$ cat src/core/fault_supervisor_pkg.sv
// Shared constants and types for the LED driver fault supervisor
package fault_supervisor_pkg;
   // ---------------------------------------------------------------
   // Clock and timing
   // ---------------------------------------------------------------
   localparam int unsigned CLK_HZ = 20000000;
   localparam int unsigned FAULT_TIME_US = 3600;
   localparam int unsigned FAULT_CYCLES = (FAULT_TIME_US * (CLK_HZ / 1000000));
   localparam int unsigned SOFT_START_US = 1000;
   localparam int unsigned SOFT_START_CYCLES = (SOFT_START_US * (CLK_HZ / 1000000));
   localparam int unsigned OSC_DIV = 20;
   localparam int unsigned CHANNELS = 2;

   // ---------------------------------------------------------------
   // Channel states
   // ---------------------------------------------------------------
   typedef enum logic [4:0]
   {
      CH_OFF = 5'h01,
      CH_SOFT = 5'h02,
      CH_RUN = 5'h04,
      CH_TIMER = 5'h08,
      CH_THERM = 5'h10
   } ch_state_e;

   // Device modes
   typedef enum logic [2:0]
   {
      MODE_POR = 3'h1,
      MODE_RUN = 3'h2,
      MODE_SLEEP = 3'h4
   } dev_mode_e;
endpackage : fault_supervisor_pkg

$ cat src/core/channel_if.sv
// Interface carrying one channel's comparator inputs and switch controls
`timescale 1ns/1ps
`default_nettype none
interface channel_if;
   logic enable;
   logic osc_tick;
   logic thermal_trip;
   logic thermal_cool;
   logic hs_limit;
   logic ls_limit;
   logic bst_uv;
   logic vin_uvlo;
   logic vin_dropout;
   logic comp_ov;
   logic short_det;
   logic hs_on;
   logic ls_force;
   logic switching;
   logic comp_discharge;
   logic err_amp_en;
   logic soft_start;
   logic fault_flag_n;
   modport sup (input enable, osc_tick, thermal_trip, thermal_cool, hs_limit, ls_limit, bst_uv,
      vin_uvlo, vin_dropout, comp_ov, short_det);
   modport ch (input enable, osc_tick, thermal_trip, thermal_cool, hs_limit, ls_limit, bst_uv,
      vin_uvlo, vin_dropout, comp_ov, short_det, output hs_on, ls_force, switching, comp_discharge,
      err_amp_en, soft_start, fault_flag_n);
endinterface : channel_if
`default_nettype wire

$ cat src/core/osc_divider.sv
// Internal oscillator tick divider
`timescale 1ns/1ps
`default_nettype none
module osc_divider
   import fault_supervisor_pkg::*;
#(
   parameter int unsigned DIV = OSC_DIV
)
(
   // Clock and reset
   input wire logic clk_i,
   input wire logic rst_n_i,
   // Control
   input wire logic run_i,
   output logic tick_o
);
   logic [7:0] cnt_q;

   // Count is held at zero when the oscillator is off so sleep burns nothing
   always_ff @(posedge clk_i or negedge rst_n_i)
   begin
      if (!rst_n_i)
      begin
         cnt_q <= 8'h00;
         tick_o <= 1'b0;
      end
      else if (!run_i)
      begin
         cnt_q <= 8'h00;
         tick_o <= 1'b0;
      end
      else if (cnt_q == 8'(DIV - 1))
      begin
         cnt_q <= 8'h00;
         tick_o <= 1'b1;
      end
      else
      begin
         cnt_q <= cnt_q + 8'h01;
         tick_o <= 1'b0;
      end
   end
endmodule : osc_divider
`default_nettype wire

$ cat src/core/channel_fsm.sv
// One channel's fault state, fault timer and switch control
`timescale 1ns/1ps
`default_nettype none
module channel_fsm
   import fault_supervisor_pkg::*;
#(
   parameter int unsigned FAULT_TICKS = FAULT_CYCLES / OSC_DIV,
   parameter int unsigned SOFT_TICKS = SOFT_START_CYCLES / OSC_DIV
)
(
   // Clock and reset
   input wire logic clk_i,
   input wire logic rst_n_i,
   // Channel bundle
   channel_if.ch bus
);
   ch_state_e state_q;
   logic [15:0] cnt_q;
   logic ilim;

   assign ilim = bus.hs_limit | bus.ls_limit;

   // Channel state; a fault here never touches the sibling channel
   always_ff @(posedge clk_i or negedge rst_n_i)
   begin
      if (!rst_n_i)
      begin
         state_q <= CH_OFF;
         cnt_q <= 16'h0000;
      end
      else if (!bus.enable)
      begin
         state_q <= CH_OFF;
         cnt_q <= 16'h0000;
      end
      else
      begin
         unique case (state_q)
            CH_OFF:
            begin
               cnt_q <= 16'h0000;
               if (!bus.vin_uvlo && !bus.thermal_trip && !ilim)
                  state_q <= CH_SOFT;
            end
            CH_SOFT, CH_RUN:
            begin
               if (bus.thermal_trip)
                  state_q <= CH_THERM;
               else if (ilim)
               begin
                  state_q <= CH_TIMER;
                  cnt_q <= 16'h0000;
               end
               else if (bus.vin_uvlo)
                  state_q <= CH_OFF;
               else if (state_q == CH_SOFT && bus.osc_tick)
               begin
                  if (cnt_q == 16'(SOFT_TICKS - 1))
                     state_q <= CH_RUN;
                  cnt_q <= cnt_q + 16'h0001;
               end
            end
            CH_TIMER:
            begin
               // Timer runs on oscillator ticks; expiry restarts through soft-start
               if (bus.osc_tick)
               begin
                  if (cnt_q == 16'(FAULT_TICKS - 1))
                  begin
                     state_q <= CH_SOFT;
                     cnt_q <= 16'h0000;
                  end
                  else
                     cnt_q <= cnt_q + 16'h0001;
               end
            end
            CH_THERM:
            begin
               if (bus.thermal_cool && !bus.thermal_trip)
               begin
                  state_q <= CH_SOFT;
                  cnt_q <= 16'h0000;
               end
            end
            default:
               state_q <= CH_OFF;
         endcase
      end
   end

   // Switch drive; high-side limit turns low side on, low-side limit turns both off
   always_comb
   begin
      bus.switching = (state_q == CH_SOFT || state_q == CH_RUN) && !bus.vin_uvlo;
      bus.soft_start = (state_q == CH_SOFT);
      bus.hs_on = bus.switching && !bus.bst_uv && !ilim;
      bus.ls_force = bus.switching && (bus.bst_uv || (bus.hs_limit && !bus.ls_limit));
      bus.comp_discharge = !bus.switching || ilim;
      bus.err_amp_en = bus.switching && !bus.vin_dropout;
      // Only open and short diagnoses pull the flag
      bus.fault_flag_n = !(bus.enable && (bus.comp_ov || bus.short_det));
   end
endmodule : channel_fsm
`default_nettype wire

$ cat src/core/led_driver_fault_supervisor.sv
// Top of the dual-channel LED driver fault and mode supervisor
// Functional notes
// - Thermal trip or either current limit triggers automatic restart.
// - Thermal restart only after the cool-down hysteresis comparator reports recovery.
// - Every restart passes through soft-start before switching resumes.
// - Current limit starts the fault timer; expiry restarts the channel.
// - Fault flag goes low only for open or short output.
// - Input dropout only disables the error amplifier: no timer, no flag.
// - Input undervoltage stops switching without timer or flag.
// - Bootstrap undervoltage starts no timer and sets no flag.
// - Output short comparator drives that channel's fault flag low.
// - An output short never disables switching.
// - Compensation overvoltage drives the fault flag low as open load.
// - Either supply undervoltage holds both channels off in reset state.
// - Reset state ends when the gate-drive supply is good and the analog supply is not undervoltage.
// - Enable high gives run mode; preconditions checked before soft-start.
// - A current-limit fault in run mode waits for the fault timer.
// - Enable low enters sleep mode.
// - Sleep disconnects regulators, stops oscillator, turns all switches off.
// - Thermal trip shuts down only the affected channel.
// - High-side limit: high side off, low side on, comp discharged.
// - Low-side limit: both switches off, comp discharged.
// - Bootstrap undervoltage: high side off, low side on until recovery.
`timescale 1ns/1ps
`default_nettype none
module led_driver_fault_supervisor
   import fault_supervisor_pkg::*;
#(
   parameter int unsigned FAULT_TICKS = FAULT_CYCLES / OSC_DIV,
   parameter int unsigned SOFT_TICKS = SOFT_START_CYCLES / OSC_DIV
)
(
   // Clock and reset
   input wire logic ref_clk_i,
   input wire logic rst_n_i,
   // Supplies and enable
   input wire logic gate_drive_supply_good_i,
   input wire logic analog_supply_undervoltage_i,
   input wire logic enable_i,
   // Per-channel comparator inputs
   input wire logic [1:0] thermal_trip_i,
   input wire logic [1:0] thermal_cool_i,
   input wire logic [1:0] high_side_limit_fault_i,
   input wire logic [1:0] low_side_limit_fault_i,
   input wire logic [1:0] bootstrap_undervoltage_fault_i,
   input wire logic [1:0] input_undervoltage_fault_i,
   input wire logic [1:0] input_dropout_diag_i,
   input wire logic [1:0] comp_overvoltage_diag_i,
   input wire logic [1:0] output_short_diag_i,
   // Mode outputs
   output logic por_o,
   output logic run_mode_o,
   output logic sleep_o,
   output logic regulators_on_o,
   output logic osc_run_o,
   // Per-channel controls
   output logic [1:0] hs_on_o,
   output logic [1:0] ls_on_o,
   output logic [1:0] switching_o,
   output logic [1:0] comp_discharge_o,
   output logic [1:0] err_amp_en_o,
   output logic [1:0] soft_start_o,
   // Open-drain fault flags: low level only in run mode
   output logic [1:0] fault_flag_n_o,
   output logic [1:0] fault_flag_n_oe_o
);
   // ---------------------------------------------------------------
   // Reset release
   // ---------------------------------------------------------------
   logic rst_s1_q;
   logic rst_s2_q;

   // Release is synchronised so no flop leaves reset on a partial edge
   always_ff @(posedge ref_clk_i or negedge rst_n_i)
   begin
      if (!rst_n_i)
      begin
         rst_s1_q <= 1'b0;
         rst_s2_q <= 1'b0;
      end
      else
      begin
         rst_s1_q <= 1'b1;
         rst_s2_q <= rst_s1_q;
      end
   end

   // ---------------------------------------------------------------
   // Device mode
   // ---------------------------------------------------------------
   dev_mode_e mode_q;
   logic supply_bad;

   assign supply_bad = !gate_drive_supply_good_i || analog_supply_undervoltage_i;

   // Supply loss overrides enable in every mode
   always_ff @(posedge ref_clk_i or negedge rst_s2_q)
   begin
      if (!rst_s2_q)
         mode_q <= MODE_POR;
      else if (supply_bad)
         mode_q <= MODE_POR;
      else if (enable_i)
         mode_q <= MODE_RUN;
      else
         mode_q <= MODE_SLEEP;
   end

   // ---------------------------------------------------------------
   // Oscillator and channels
   // ---------------------------------------------------------------
   logic tick;
   logic osc_en;

   assign osc_en = (mode_q == MODE_RUN);

   osc_divider #(.DIV(OSC_DIV)) u_osc
   (
      .clk_i(ref_clk_i),
      .rst_n_i(rst_s2_q),
      .run_i(osc_en),
      .tick_o(tick)
   );

   logic [1:0] hs_w;
   logic [1:0] ls_w;
   logic [1:0] sw_w;
   logic [1:0] cd_w;
   logic [1:0] ea_w;
   logic [1:0] ss_w;
   logic [1:0] ff_w;

   // Two independent channel instances share nothing but the tick and the run-mode enable
   for (genvar c = 0; c < 2; c++)
   begin : g_ch
      channel_if cif();
      assign cif.enable = osc_en;
      assign cif.osc_tick = tick;
      assign cif.thermal_trip = thermal_trip_i[c];
      assign cif.thermal_cool = thermal_cool_i[c];
      assign cif.hs_limit = high_side_limit_fault_i[c];
      assign cif.ls_limit = low_side_limit_fault_i[c];
      assign cif.bst_uv = bootstrap_undervoltage_fault_i[c];
      assign cif.vin_uvlo = input_undervoltage_fault_i[c];
      assign cif.vin_dropout = input_dropout_diag_i[c];
      assign cif.comp_ov = comp_overvoltage_diag_i[c];
      assign cif.short_det = output_short_diag_i[c];
      channel_fsm #(.FAULT_TICKS(FAULT_TICKS), .SOFT_TICKS(SOFT_TICKS)) u_ch
      (
         .clk_i(ref_clk_i),
         .rst_n_i(rst_s2_q),
         .bus(cif)
      );
      assign hs_w[c] = cif.hs_on;
      assign ls_w[c] = cif.ls_force;
      assign sw_w[c] = cif.switching;
      assign cd_w[c] = cif.comp_discharge;
      assign ea_w[c] = cif.err_amp_en;
      assign ss_w[c] = cif.soft_start;
      assign ff_w[c] = cif.fault_flag_n;
   end

   // ---------------------------------------------------------------
   // Registered outputs
   // ---------------------------------------------------------------
   // Mode outputs
   always_ff @(posedge ref_clk_i or negedge rst_s2_q)
   begin
      if (!rst_s2_q)
      begin
         por_o <= 1'b1;
         run_mode_o <= 1'b0;
         sleep_o <= 1'b0;
         regulators_on_o <= 1'b0;
         osc_run_o <= 1'b0;
      end
      else
      begin
         por_o <= (mode_q == MODE_POR);
         run_mode_o <= (mode_q == MODE_RUN);
         sleep_o <= (mode_q == MODE_SLEEP);
         regulators_on_o <= (mode_q != MODE_SLEEP);
         osc_run_o <= osc_en;
      end
   end

   // Channel outputs; one cycle of latency is far below any analog reaction time
   always_ff @(posedge ref_clk_i or negedge rst_s2_q)
   begin
      if (!rst_s2_q)
      begin
         hs_on_o <= 2'h0;
         ls_on_o <= 2'h0;
         switching_o <= 2'h0;
         comp_discharge_o <= 2'h3;
         err_amp_en_o <= 2'h0;
         soft_start_o <= 2'h0;
         fault_flag_n_o <= 2'h3;
         fault_flag_n_oe_o <= 2'h0;
      end
      else
      begin
         hs_on_o <= hs_w;
         ls_on_o <= ls_w;
         switching_o <= sw_w;
         comp_discharge_o <= cd_w;
         err_amp_en_o <= ea_w;
         soft_start_o <= ss_w;
         fault_flag_n_o <= ff_w;
         fault_flag_n_oe_o <= ~ff_w;
      end
   end
endmodule : led_driver_fault_supervisor
`default_nettype wire

$ cat config.mk
export PLATFORM = sky130hd
export DESIGN_NAME = led_driver_fault_supervisor
export DESIGN_NICKNAME = d
export VERILOG_FILES = /design/src/core/fault_supervisor_pkg.sv /design/src/core/channel_if.sv /design/src/core/osc_divider.sv /design/src/core/channel_fsm.sv /design/src/core/led_driver_fault_supervisor.sv
export SDC_FILE = /design/constraint.sdc
export NUM_CORES = 1
export LEC_CHECK = 0
export BUFFER_PORTS_ARGS = -buffer_cell sky130_fd_sc_hd__buf_2
export CAP_MARGIN = 20
export CELL_PAD_IN_SITES_DETAIL_PLACEMENT = 0
export CELL_PAD_IN_SITES_GLOBAL_PLACEMENT = 2
export CORE_MARGIN = 2
export CORE_UTILIZATION = 36
export DETAILED_ROUTE_END_ITERATION = 8
export GPL_ROUTABILITY_DRIVEN = 0
export GPL_TIMING_DRIVEN = 0
export PLACE_DENSITY = 0.83
export SYNTH_ARGS = -nofsm -noshare
export SYNTH_HDL_FRONTEND = slang
export SYNTH_SLANG_ARGS = --single-unit
$ cat constraint.sdc
create_clock -name ref_clk_i -period 2.8 [get_ports ref_clk_i]
set_input_delay 0.42 -clock ref_clk_i [delete_from_list [all_inputs] [get_ports ref_clk_i]]
set_output_delay 0.42 -clock ref_clk_i [all_outputs]
set_load 0.01 [all_outputs]
==> results of run 1 <==
cell usage after synthesis, drive strengths merged, types with 6 or more instances:
cell type	instances	area, sq um
clkbuf	16	60.06
dfstp	8	210.2
nor3	26	135.1
xnor2	10	87.58
and3	8	50.05
xor2	8	70.07
or3	6	42.54
nand2b	6	37.54
nand4	10	62.56
dfrtp	68	1702
nand3	19	95.09
nor2	54	202.7
a32o	7	70.07
nor4	9	56.30
or4	8	60.06
a21oi	24	120.1
o21ai	28	140.1
inv	15	56.30
nand2	32	120.1
repair_timing:
item | CTS | global route
endpoints found under the hold margin | 2 | 0
hold buffers | 1 | 0
resized for setup | 0 | 4
setup endpoints to repair | 0 | 30
setup buffers | 0 | 2
through the flow:
step	util	setup WS (ns)	power, mW
after floorplan	-	0.5169	1.164
after global placement	0.4041	-0.4544	1.201
after detailed placement	0.4070	0.1101	1.207
after CTS	0.4289	0.06423	2.196
after global routing	0.4319	0.02531	2.251
final	0.4319	0.2370	2.151
kinds of logic (layout without fill, tap and decap cells):
logic type,Yosys count,count (layout),share of synthesized area
AOI/OAI and AO/OA,96,96,0.1552
xor gates and xnor gates,18,18,0.03951
adders and majority gates,3,3,0.009408
buffers and inverters,36,99,0.03920
DFF,76,76,0.4791
muxes,3,3,0.007839
other,1,1,0.0009398
and+or+nand+nor,206,206,0.2687
per-layer routing:
metal | track usage | vias up
li1 | - | 1709
met1 | 0.2310 | 1673
met2 | 0.2937 | 59
met3 | 0.05200 | 10
met4 | 0.05606 | 0
met5 | 0 | -
worst max-delay path by stage:
stage | start | endpoint | slack [ns] | depth (start not counted)
2_1_floorplan | g_ch[0].u_ch.state_q[0] | g_ch[0].u_ch.cnt_q[10] | 0.52 | 8
3_3_place_gp | rst_s2_q | u_osc.cnt_q[7] | -0.45 | 0
3_5_place_dp | g_ch[0].u_ch.state_q[3] | g_ch[0].u_ch.cnt_q[8] | 0.11 | 6
4_1_cts | g_ch[0].u_ch.state_q[3] | g_ch[0].u_ch.cnt_q[8] | 0.06 | 6
5_1_grt | g_ch[0].u_ch.state_q[3] | g_ch[0].u_ch.cnt_q[9] | 0.03 | 7
6_report | g_ch[0].u_ch.cnt_q[12] | g_ch[0].u_ch.state_q[1] | 0.24 | 7
report_power, final:
| part | switching [mW] | internal (mW) |
|---|---|---|
| logic | 0.0457 | 0.0259 |
| clock network | 0.451 | 0.516 |
| registers | 0.00734 | 1.11 |
| total | 0.504 | 1.65 |
state kept, by name, indices dropped and copies added, names as in the netlist, 3 cells and up:
| name | cells |
|---|---|
| g_ch.u_ch.cnt_q | 32 |
| u_osc.cnt_q | 8 |
| g_ch.u_ch.state_q | 10 |
| mode_q | 3 |
area by class of cell:
class | count | area share
tap | 140 | 0.03741
clock buffer | 9 | 0.02646
sequential | 76 | 0.4091
inverter | 15 | 0.01203
timing repair buffer | 47 | 0.05719
multi-input combinational | 327 | 0.4142
buffer | 21 | 0.02138
clock inverter | 7 | 0.02218
==> results.yml, run 1 <==
status:
  status: "finished, final reports clean"
setup_path:
  crit_path_max_incr_delay_ns: 0.52
  critPathMaxFanout: 10
  r2r-end: "g_ch[0].u_ch.state_q[1]"
  cp_top_family: "simple AND/OR/NAND/NOR gates"
  path_cells: "or4_1, nor3_1, a31o_1, clkbuf_1, a21boi_1, mux2_1, nor2_1"
  cp-end-kind: "flop"
  r2r_cells: 7
  slowest_stage: "or4_1"
  cp_data_arrival_time_ns: 2.86
  critPathKind: "flop to flop"
  cp.required_ns: 3.10
  r2r-start: "g_ch[0].u_ch.cnt_q[12]"
  cp_num_buf_inv: 1
  start_kind: "flop"
  worst-r2r-setup-slack_ns: 0.24
placed_design:
  hpwl_microns: 6847
  dpl.cell_count: 623
  portBuffers: 43
  placed_area_sq_mm: 0.004412
final_layout:
  drive_gt1_frac: 0.1653
  layout_commonest_cell: "dfrtp_1"
  final_cell_mix: "67 x dfrtp_1, 53 x nor2_1, 45 x buf_2"
  multi_input_area_sq_mm: 0.001939
  diodes: 0
  design_area_sq_mm: 0.004682
  regArea_sq_mm: 0.001916
  final_cells: 642
  final_nets: 523
  fillers: 1088
  area_growth_pct: 17.34
routing:
  drt_iter0_drc: 169
  dr.pass1.iters: 4
  routed_wirelength_microns: 9813
  routed_via_density: 5.375
  wl_per_cell_microns: 15.29
  met3WireLength_microns: 425
  wl_met1_microns: 4627
  vias: 3451
  drc: 0
  highest_layer: "met4"
  wl_met2_microns: 4628
  ant_nets: 0
timing:
  setup-violations-final: 0
  slew_headroom: 0.5243
  clock.fmax_ghz: 0.3902
  final.period_utilization: 0.9154
  finalMaxSlewViolations: 0
  period_needed_ns: 2.563
  hold_viol: 0
  whs_ns: 0.1949
  grt_setup_unrepaired: "false"
  clock_skew_ns: 0.008341
  tightest_slew_ns: 0.7081
  setup_tns_ns: 0
grt:
  grt_max_degree: 60
  grt_pass1_vias: 3365
  grt_pass1_wl_microns: 16550
  gr-usage-all-layers: 0.1801
  grt_overflow_total: 0
  antenna_found_initial: 0
synthesis:
  synth.yosys.seq_area_share: 0.4791
  synthArstFlopShare: 1.000
  ys_seq_elements: 76
  ys.flop_type: "dfrtp_1"
  synth_nets: 465
  netlist_instances: 439
  synth_cell_types: 60
  synth-edff-count: 0
  syn_avg_cell_area_sq_um: 9.089
  ys.warnings.count: 0
  synth_area_sq_mm: 0.003990
clocking:
  clk_latency_ns: 0.36
  htreeDepth: 3
  cts_tree: "yes"
  cts_buffers: 9
  clock-sinks: 76
  path_clk_slew_ns: 0.08
  cts_root_buffer: "clkbuf_8"
  max-clock-path-buffers: 2
floorplan:
  core.rowCount: 38
  die_area_sq_mm: 0.01194
  io_pins: 44
  start_util: 0.3681
  core-area_sq_mm: 0.01084
  die_w_microns: 109.3
  die_h_microns: 109.3
worst_hold_path:
  hold_class: "flop to asynchronous set/reset pin"
power_and_ir_drop:
  cellPowerDensity_mw_per_mm2: 459.4
  p_leak_nw: 2.025
  peakVddDrop_uv: 328.1
run:
  drv_cap: 0
Power figures use the tool's default switching activity.
==> run 2: changes to the inputs <==
--- a/config.mk
+++ b/config.mk
@@ -10,11 +10,12 @@
 export CELL_PAD_IN_SITES_DETAIL_PLACEMENT = 0
 export CELL_PAD_IN_SITES_GLOBAL_PLACEMENT = 2
 export CORE_MARGIN = 2
-export CORE_UTILIZATION = 36
+export CORE_UTILIZATION = 38
+export CTS_BUF_LIST = sky130_fd_sc_hd__clkbuf_8
 export DETAILED_ROUTE_END_ITERATION = 8
 export GPL_ROUTABILITY_DRIVEN = 0
 export GPL_TIMING_DRIVEN = 0
-export PLACE_DENSITY = 0.83
+export PLACE_DENSITY_LB_ADDON = 0.1
 export SYNTH_ARGS = -nofsm -noshare
 export SYNTH_HDL_FRONTEND = slang
 export SYNTH_SLANG_ARGS = --single-unit
==> run 2 against run 1 <==
Effect of this change:
- wire length up 1.8%
- via count rose by 0.43%
- design area is 0.19% lower
- critical path type unchanged
- combinational power hardly changed
- first-iteration DRC count rose by 17%
- sequential share of layout area up 0.077 points
- power decreased by 1.4%
- utilization increased by 2.3 points
- register-to-register slack lost 0.05 ns
- cell count shrank 0.62%
==> results.yml, run 2 (synthesis gave the netlist of run 1 again) <==
status:
  status: "finished, final reports clean"
final_layout:
  final_nets: 523
  final_cell_mix: "67 x dfrtp_1, 54 x nor2_1, 45 x buf_2"
  largest_register: "g_ch.u_ch.cnt_q"
  fillers: 1044
  largest_reg_flops: 32
  design_area_sq_mm: 0.004673
  area_growth_pct: 17.12
  diodes: 0
  top_regs: "g_ch.u_ch.cnt_q (32), g_ch.u_ch.state_q (10), u_osc.cnt_q (8)"
  layout_commonest_cell: "dfrtp_1"
  drive_gt1_frac: 0.1653
floorplan:
  start_util: 0.3882
  die_w_microns: 106.5
  core.rowCount: 37
  core-area_sq_mm: 0.01028
  io_pins: 44
  die_h_microns: 106.5
  die_area_sq_mm: 0.01134
clocking:
  clk_latency_ns: 0.36
  cts_tree: "yes"
  max-clock-path-buffers: 2
  cts_root_buffer: "clkbuf_8"
  clock-sinks: 76
  htreeDepth: 3
  path_clk_slew_ns: 0.08
  cts_buffers: 9
timing:
  whs_ns: 0.2095
  period_needed_ns: 2.617
  hold_viol: 0
  clock.fmax_ghz: 0.3821
  grt_setup_unrepaired: "false"
  setup_tns_ns: 0
  setup-violations-final: 0
  slew_headroom: 0.4996
  clock_skew_ns: 0.007880
  finalMaxSlewViolations: 0
  final.period_utilization: 0.9347
  tightest_slew_ns: 0.7448
  fin_ws_ns: 0.1828
setup_path:
  cp_num_buf_inv: 1
  cp.required_ns: 3.08
  crit_path_max_incr_delay_ns: 0.52
  slowest_stage: "or4_1"
  path_cells: "or4_1, nor3_1, a31o_1, clkbuf_1, a21boi_1, mux2_1, nor2_1"
  start_kind: "flop"
  critPathMaxFanout: 10
  critPathKind: "flop to flop"
  cp_data_arrival_time_ns: 2.90
  cp_top_family: "simple AND/OR/NAND/NOR gates"
  cp-end-kind: "flop"
routing:
  dr.pass1.iters: 4
  drt_iter0_drc: 198
  vias: 3466
  routed_via_density: 5.433
  ant_nets: 0
  wl_per_cell_microns: 15.66
  routed_wirelength_microns: 9994
  drc: 0
grt:
  grt_max_degree: 58
  grt_pass1_wl_microns: 17390
  grt_pass1_vias: 3426
  antenna_found_initial: 0
  gr-usage-all-layers: 0.1935
  grt_overflow_total: 0
placed_design:
  portBuffers: 43
  placed_area_sq_mm: 0.004407
  hpwl_microns: 6900
  dp_slack_ns: 0.08182
power_and_ir_drop:
  clkPwrFrac: 0.442
  peakVddDrop_uv: 230.8
  p_int_mw: 1.638
  seqPwrFrac: 0.525
  swShare: 0.2281
  p_comb_frac: 0.034
  p_leak_nw: 2.023
  cellPowerDensity_mw_per_mm2: 454.0
  power.switching_mw: 0.4840
run:
  drv_cap: 0
worst_hold_path:
  hold_class: "flop to asynchronous set/reset pin"
## run 2: worst register-to-register path, delay by kind of cell (launching register included)
kind                   cells  cell delay, ns
AO/OA/AOI/OAI              2            0.49
multiplexers               1            0.34
AND/OR/NAND/NOR            3            0.88
buffers and inverters      1            0.39
flip-flops                 1            0.44
## run 2: stage by stage
stage / total power, mW / util / cells
final: 2.122 / 0.4547 / 638
after global routing: 2.207 / 0.4547 / 638
after CTS: 2.160 / 0.4514 / 636
after detailed placement: 1.208 / 0.4288 / 619
after global placement: 1.201 / 0.4257 / 618
after floorplan: 1.164 / - / 439
## run 2: worst paths after layout
path                                         start                       to  slack [ns]  cells after the start
setup reg to reg            g_ch[0].u_ch.cnt_q[12]  g_ch[0].u_ch.state_q[1]        0.18                      7
hold / removal                            rst_s2_q           u_osc.cnt_q[0]        0.21                      0
min in group ref_clk_i     input_dropout_diag_i[0]          err_amp_en_o[0]        0.21                      2
max in group asynchronous                 rst_s2_q  g_ch[1].u_ch.state_q[0]        1.96                      1
setup / recovery            g_ch[0].u_ch.cnt_q[12]  g_ch[0].u_ch.state_q[1]        0.18                      7
hold reg to reg                           rst_s2_q           u_osc.cnt_q[0]        0.21                      0
## run 2: area by class of cell
cell class                 count  area (sq um)  share of cell area
buffer                        20         96.34             0.02062
tap                          136         170.2             0.03641
multi-input combinational    327          1937              0.4145
timing repair buffer          48         275.3             0.05890
clock buffer                   9         123.9             0.02651
inverter                      15         56.30             0.01205
clock inverter                 7         98.84             0.02115
sequential                    76          1916              0.4099
## run 2: power groups by stage
stage               Clock, mW  Sequential, mW  Combinational (mW)
floorplan                   0            1.15              0.0186
global placement            0            1.15              0.0499
detailed placement          0            1.14              0.0721
CTS                     0.972            1.11              0.0735
global route             1.01            1.12              0.0818
finish                  0.937            1.11              0.0713
## run 2: layer usage
metal / part of all wire / GRT usage / up-vias
met1: 0.46 / 0.2594 / 1682
met2: 0.49 / 0.3219 / 68
met4: 0.0089 / 0.05102 / 0
li1: - / - / 1708
met3: 0.034 / 0.03740 / 8
met5: 0 / 0 / -
## run 2: timing repair
item                                    in CTS  in global routing
hold buffers                                 1                  0
endpoints found under the setup margin       0                 24
resized for setup                            0                  3
buffers inserted                             0                  3
hold endpoints to repair                     2                  0
==> run 3: changes to the inputs <==
--- a/config.mk
+++ b/config.mk
@@ -5,14 +5,14 @@
 export SDC_FILE = /design/constraint.sdc
 export NUM_CORES = 1
 export LEC_CHECK = 0
-export BUFFER_PORTS_ARGS = -buffer_cell sky130_fd_sc_hd__buf_2
 export CAP_MARGIN = 20
 export CELL_PAD_IN_SITES_DETAIL_PLACEMENT = 0
 export CELL_PAD_IN_SITES_GLOBAL_PLACEMENT = 2
 export CORE_MARGIN = 2
-export CORE_UTILIZATION = 38
+export CORE_UTILIZATION = 37
 export CTS_BUF_LIST = sky130_fd_sc_hd__clkbuf_8
 export DETAILED_ROUTE_END_ITERATION = 8
+export DONT_BUFFER_PORTS = 1
 export GPL_ROUTABILITY_DRIVEN = 0
 export GPL_TIMING_DRIVEN = 0
 export PLACE_DENSITY_LB_ADDON = 0.1
==> constraint.sdc (replaced) <==
create_clock -name ref_clk_i -period 2.3 [get_ports ref_clk_i]
set_input_delay 0.345 -clock ref_clk_i [delete_from_list [all_inputs] [get_ports ref_clk_i]]
set_output_delay 0.345 -clock ref_clk_i [all_outputs]
set_load 0.01 [all_outputs]
==> run 3 against run 2 <==
Effect of this change:
- the flow now finishes with violations (negative setup slack)
- maximum frequency grew 13%
- critical path type unchanged
- highest routed layer unchanged
- largest cell class unchanged
- critical path depth shrank 1
- cell count shrank 5.0%
- critical endpoint is now g_ch[0].u_ch.cnt_q[6]
==> results.yml, run 3 (synthesis gave the netlist of run 1 again) <==
status:
  status: "complete, but fails checks"
  violations: "negative setup slack"
floorplan:
  die_w_microns: 107.8
  die_area_sq_mm: 0.01163
  die_h_microns: 107.8
  start_util: 0.3831
  core.rowCount: 37
  core-area_sq_mm: 0.01042
  io_pins: 44
timing:
  clock_skew_ns: 0.009682
  finalMaxSlewViolations: 0
  tightest_slew_ns: 0.6840
  clock.fmax_ghz: 0.4309
  grt_setup_unrepaired: "true"
  fin_ws_ns: -0.02093
  final.period_utilization: 1.009
  period_needed_ns: 2.321
  slew_headroom: 0.5440
  setup-violations-final: 1
  hold_viol: 0
setup_path:
  worst-r2r-setup-slack_ns: -0.02
  critPathKind: "flop to flop"
  r2r-end: "g_ch[0].u_ch.cnt_q[6]"
  r2r_cells: 6
  critPathMaxFanout: 8
  r2r-start: "g_ch[0].u_ch.state_q[2]"
  start_kind: "flop"
  cp_data_arrival_time_ns: 2.60
  cp.required_ns: 2.58
  cp-end-kind: "flop"
  critPathLaunch: "g_ch[0].u_ch.state_q[2]"
power_and_ir_drop:
  clkPwrFrac: 0.405
  cellPowerDensity_mw_per_mm2: 507.3
  swShare: 0.2573
  p_int_mw: 1.770
  p_leak_nw: 1.914
  peakVddDrop_uv: 235.3
  p_comb_frac: 0.025
  p_total_mw: 2.383
  seqPwrFrac: 0.569
  power.switching_mw: 0.6130
final_layout:
  layout_commonest_cell: "dfrtp_1"
  postLayoutCoreUtil: 0.4509
  fillers: 1038
  largest_reg_flops: 32
  drive_gt1_frac: 0.1915
  largest_register: "g_ch.u_ch.cnt_q"
  top_regs: "g_ch.u_ch.cnt_q (32), g_ch.u_ch.state_q (10), u_osc.cnt_q (8)"
  area_growth_pct: 17.72
  final_nets: 491
  diodes: 0
  final_cell_mix: "65 x dfrtp_1, 52 x nor2_1, 31 x nand2_1"
  final_cells: 606
worst_hold_path:
  hp-start: "enable_i"
  hold_class: "input port to flop"
  hold_end: "mode_q[2]"
  min_delay_path_depth: 1
placed_design:
  hpwl_microns: 6713
  dpl.cell_count: 576
  portBuffers: 0
clocking:
  max-clock-path-buffers: 2
  cts_tree: "yes"
  htreeDepth: 3
  cts_buffers: 9
  clk_latency_ns: 0.36
  cts_root_buffer: "clkbuf_8"
  path_clk_slew_ns: 0.09
  clock-sinks: 76
routing:
  wl_per_cell_microns: 16.95
  vias: 3347
  routed_wirelength_microns: 10270
  drc: 0
  wl_met2_microns: 5076
  met3WireLength_microns: 227
  wl_met1_microns: 4874
  highest_layer: "met4"
  dr.pass1.iters: 4
  drt_iter0_drc: 130
  routed_via_density: 5.523
  ant_nets: 0
grt:
  grt_overflow_total: 0
  gr-usage-all-layers: 0.1890
  grt_max_degree: 64
  grt_pass1_wl_microns: 17130
  antenna_found_initial: 0
  grt_pass1_vias: 3335
run:
  drv_cap: 0
[run 3: layer usage]
layer,global-route usage,vias to the layer above
met3,0.03571,6
met5,0,-
li1,-,1643
met1,0.2508,1659
met2,0.3068,39
met4,0.06960,0
[run 3: power groups by stage]
stage               Sequential [mW]  Clock [mW]  Combinational [mW]
floorplan                      1.39           0              0.0227
global placement               1.40           0              0.0298
detailed placement             1.38           0              0.0585
CTS                            1.36        1.01              0.0615
global route                   1.36        1.06              0.0697
finish                         1.36       0.966              0.0601
[run 3: what timing repair did]
item	in CTS	in global routing
pin swaps	8	7
hold buffers	1	0
setup buffers	13	6
hold endpoints to repair	2	0
cloned	0	1
resized for setup	23	35
setup endpoints to repair	33	35
[run 3: worst max path at each step]
stage	endpoint	slack, ns	depth (start not counted)
detailed placement	g_ch[0].u_ch.cnt_q[8]	-0.40	6
floorplan	g_ch[0].u_ch.cnt_q[10]	0.02	8
global route	g_ch[0].u_ch.cnt_q[6]	-0.07	6
finish	g_ch[0].u_ch.cnt_q[6]	-0.02	6
CTS	g_ch[0].u_ch.cnt_q[6]	-0.05	7
global placement	ls_on_o[0]	-0.97	0
[run 3: critical path, cell delays in order (launching register included)]
cell and delay, ns:
dfrtp_2 0.46, or3_4 0.38, or3b_4 0.38, a31o_1 0.21, and2_4 0.18, or4_4 0.48, a21oi_2 0.15
[run 3: layout make-up]
| cell class | instances | area (sq um) | area share |
|---|---|---|---|
| plain buffers | 14 | 77.57 | 0.01652 |
| flip-flops and latches | 76 | 1918 | 0.4084 |
| well taps | 136 | 170.2 | 0.03623 |
| clock inverters | 7 | 60.06 | 0.01279 |
| inverters | 15 | 56.30 | 0.01199 |
| repair buffers | 21 | 180.2 | 0.03836 |
| multi-input cells | 328 | 2111 | 0.4494 |
| clock buffers | 9 | 123.9 | 0.02637 |
[run 3: through the flow]
step            TNS, ns  area (sq um)  setup WS, ns  hold WS, ns
3_5_place_dp     -10.20          4192       -0.3950      0.04946
3_3_place_gp     -77.09          4160       -0.9715      0.04947
2_1_floorplan         0          3990       0.01690      0.04941
6_report       -0.02093          4697      -0.02093      0.03304
5_1_grt         -0.2230          4697      -0.07217     0.002601
4_1_cts         -0.1275          4547      -0.04914     0.007141
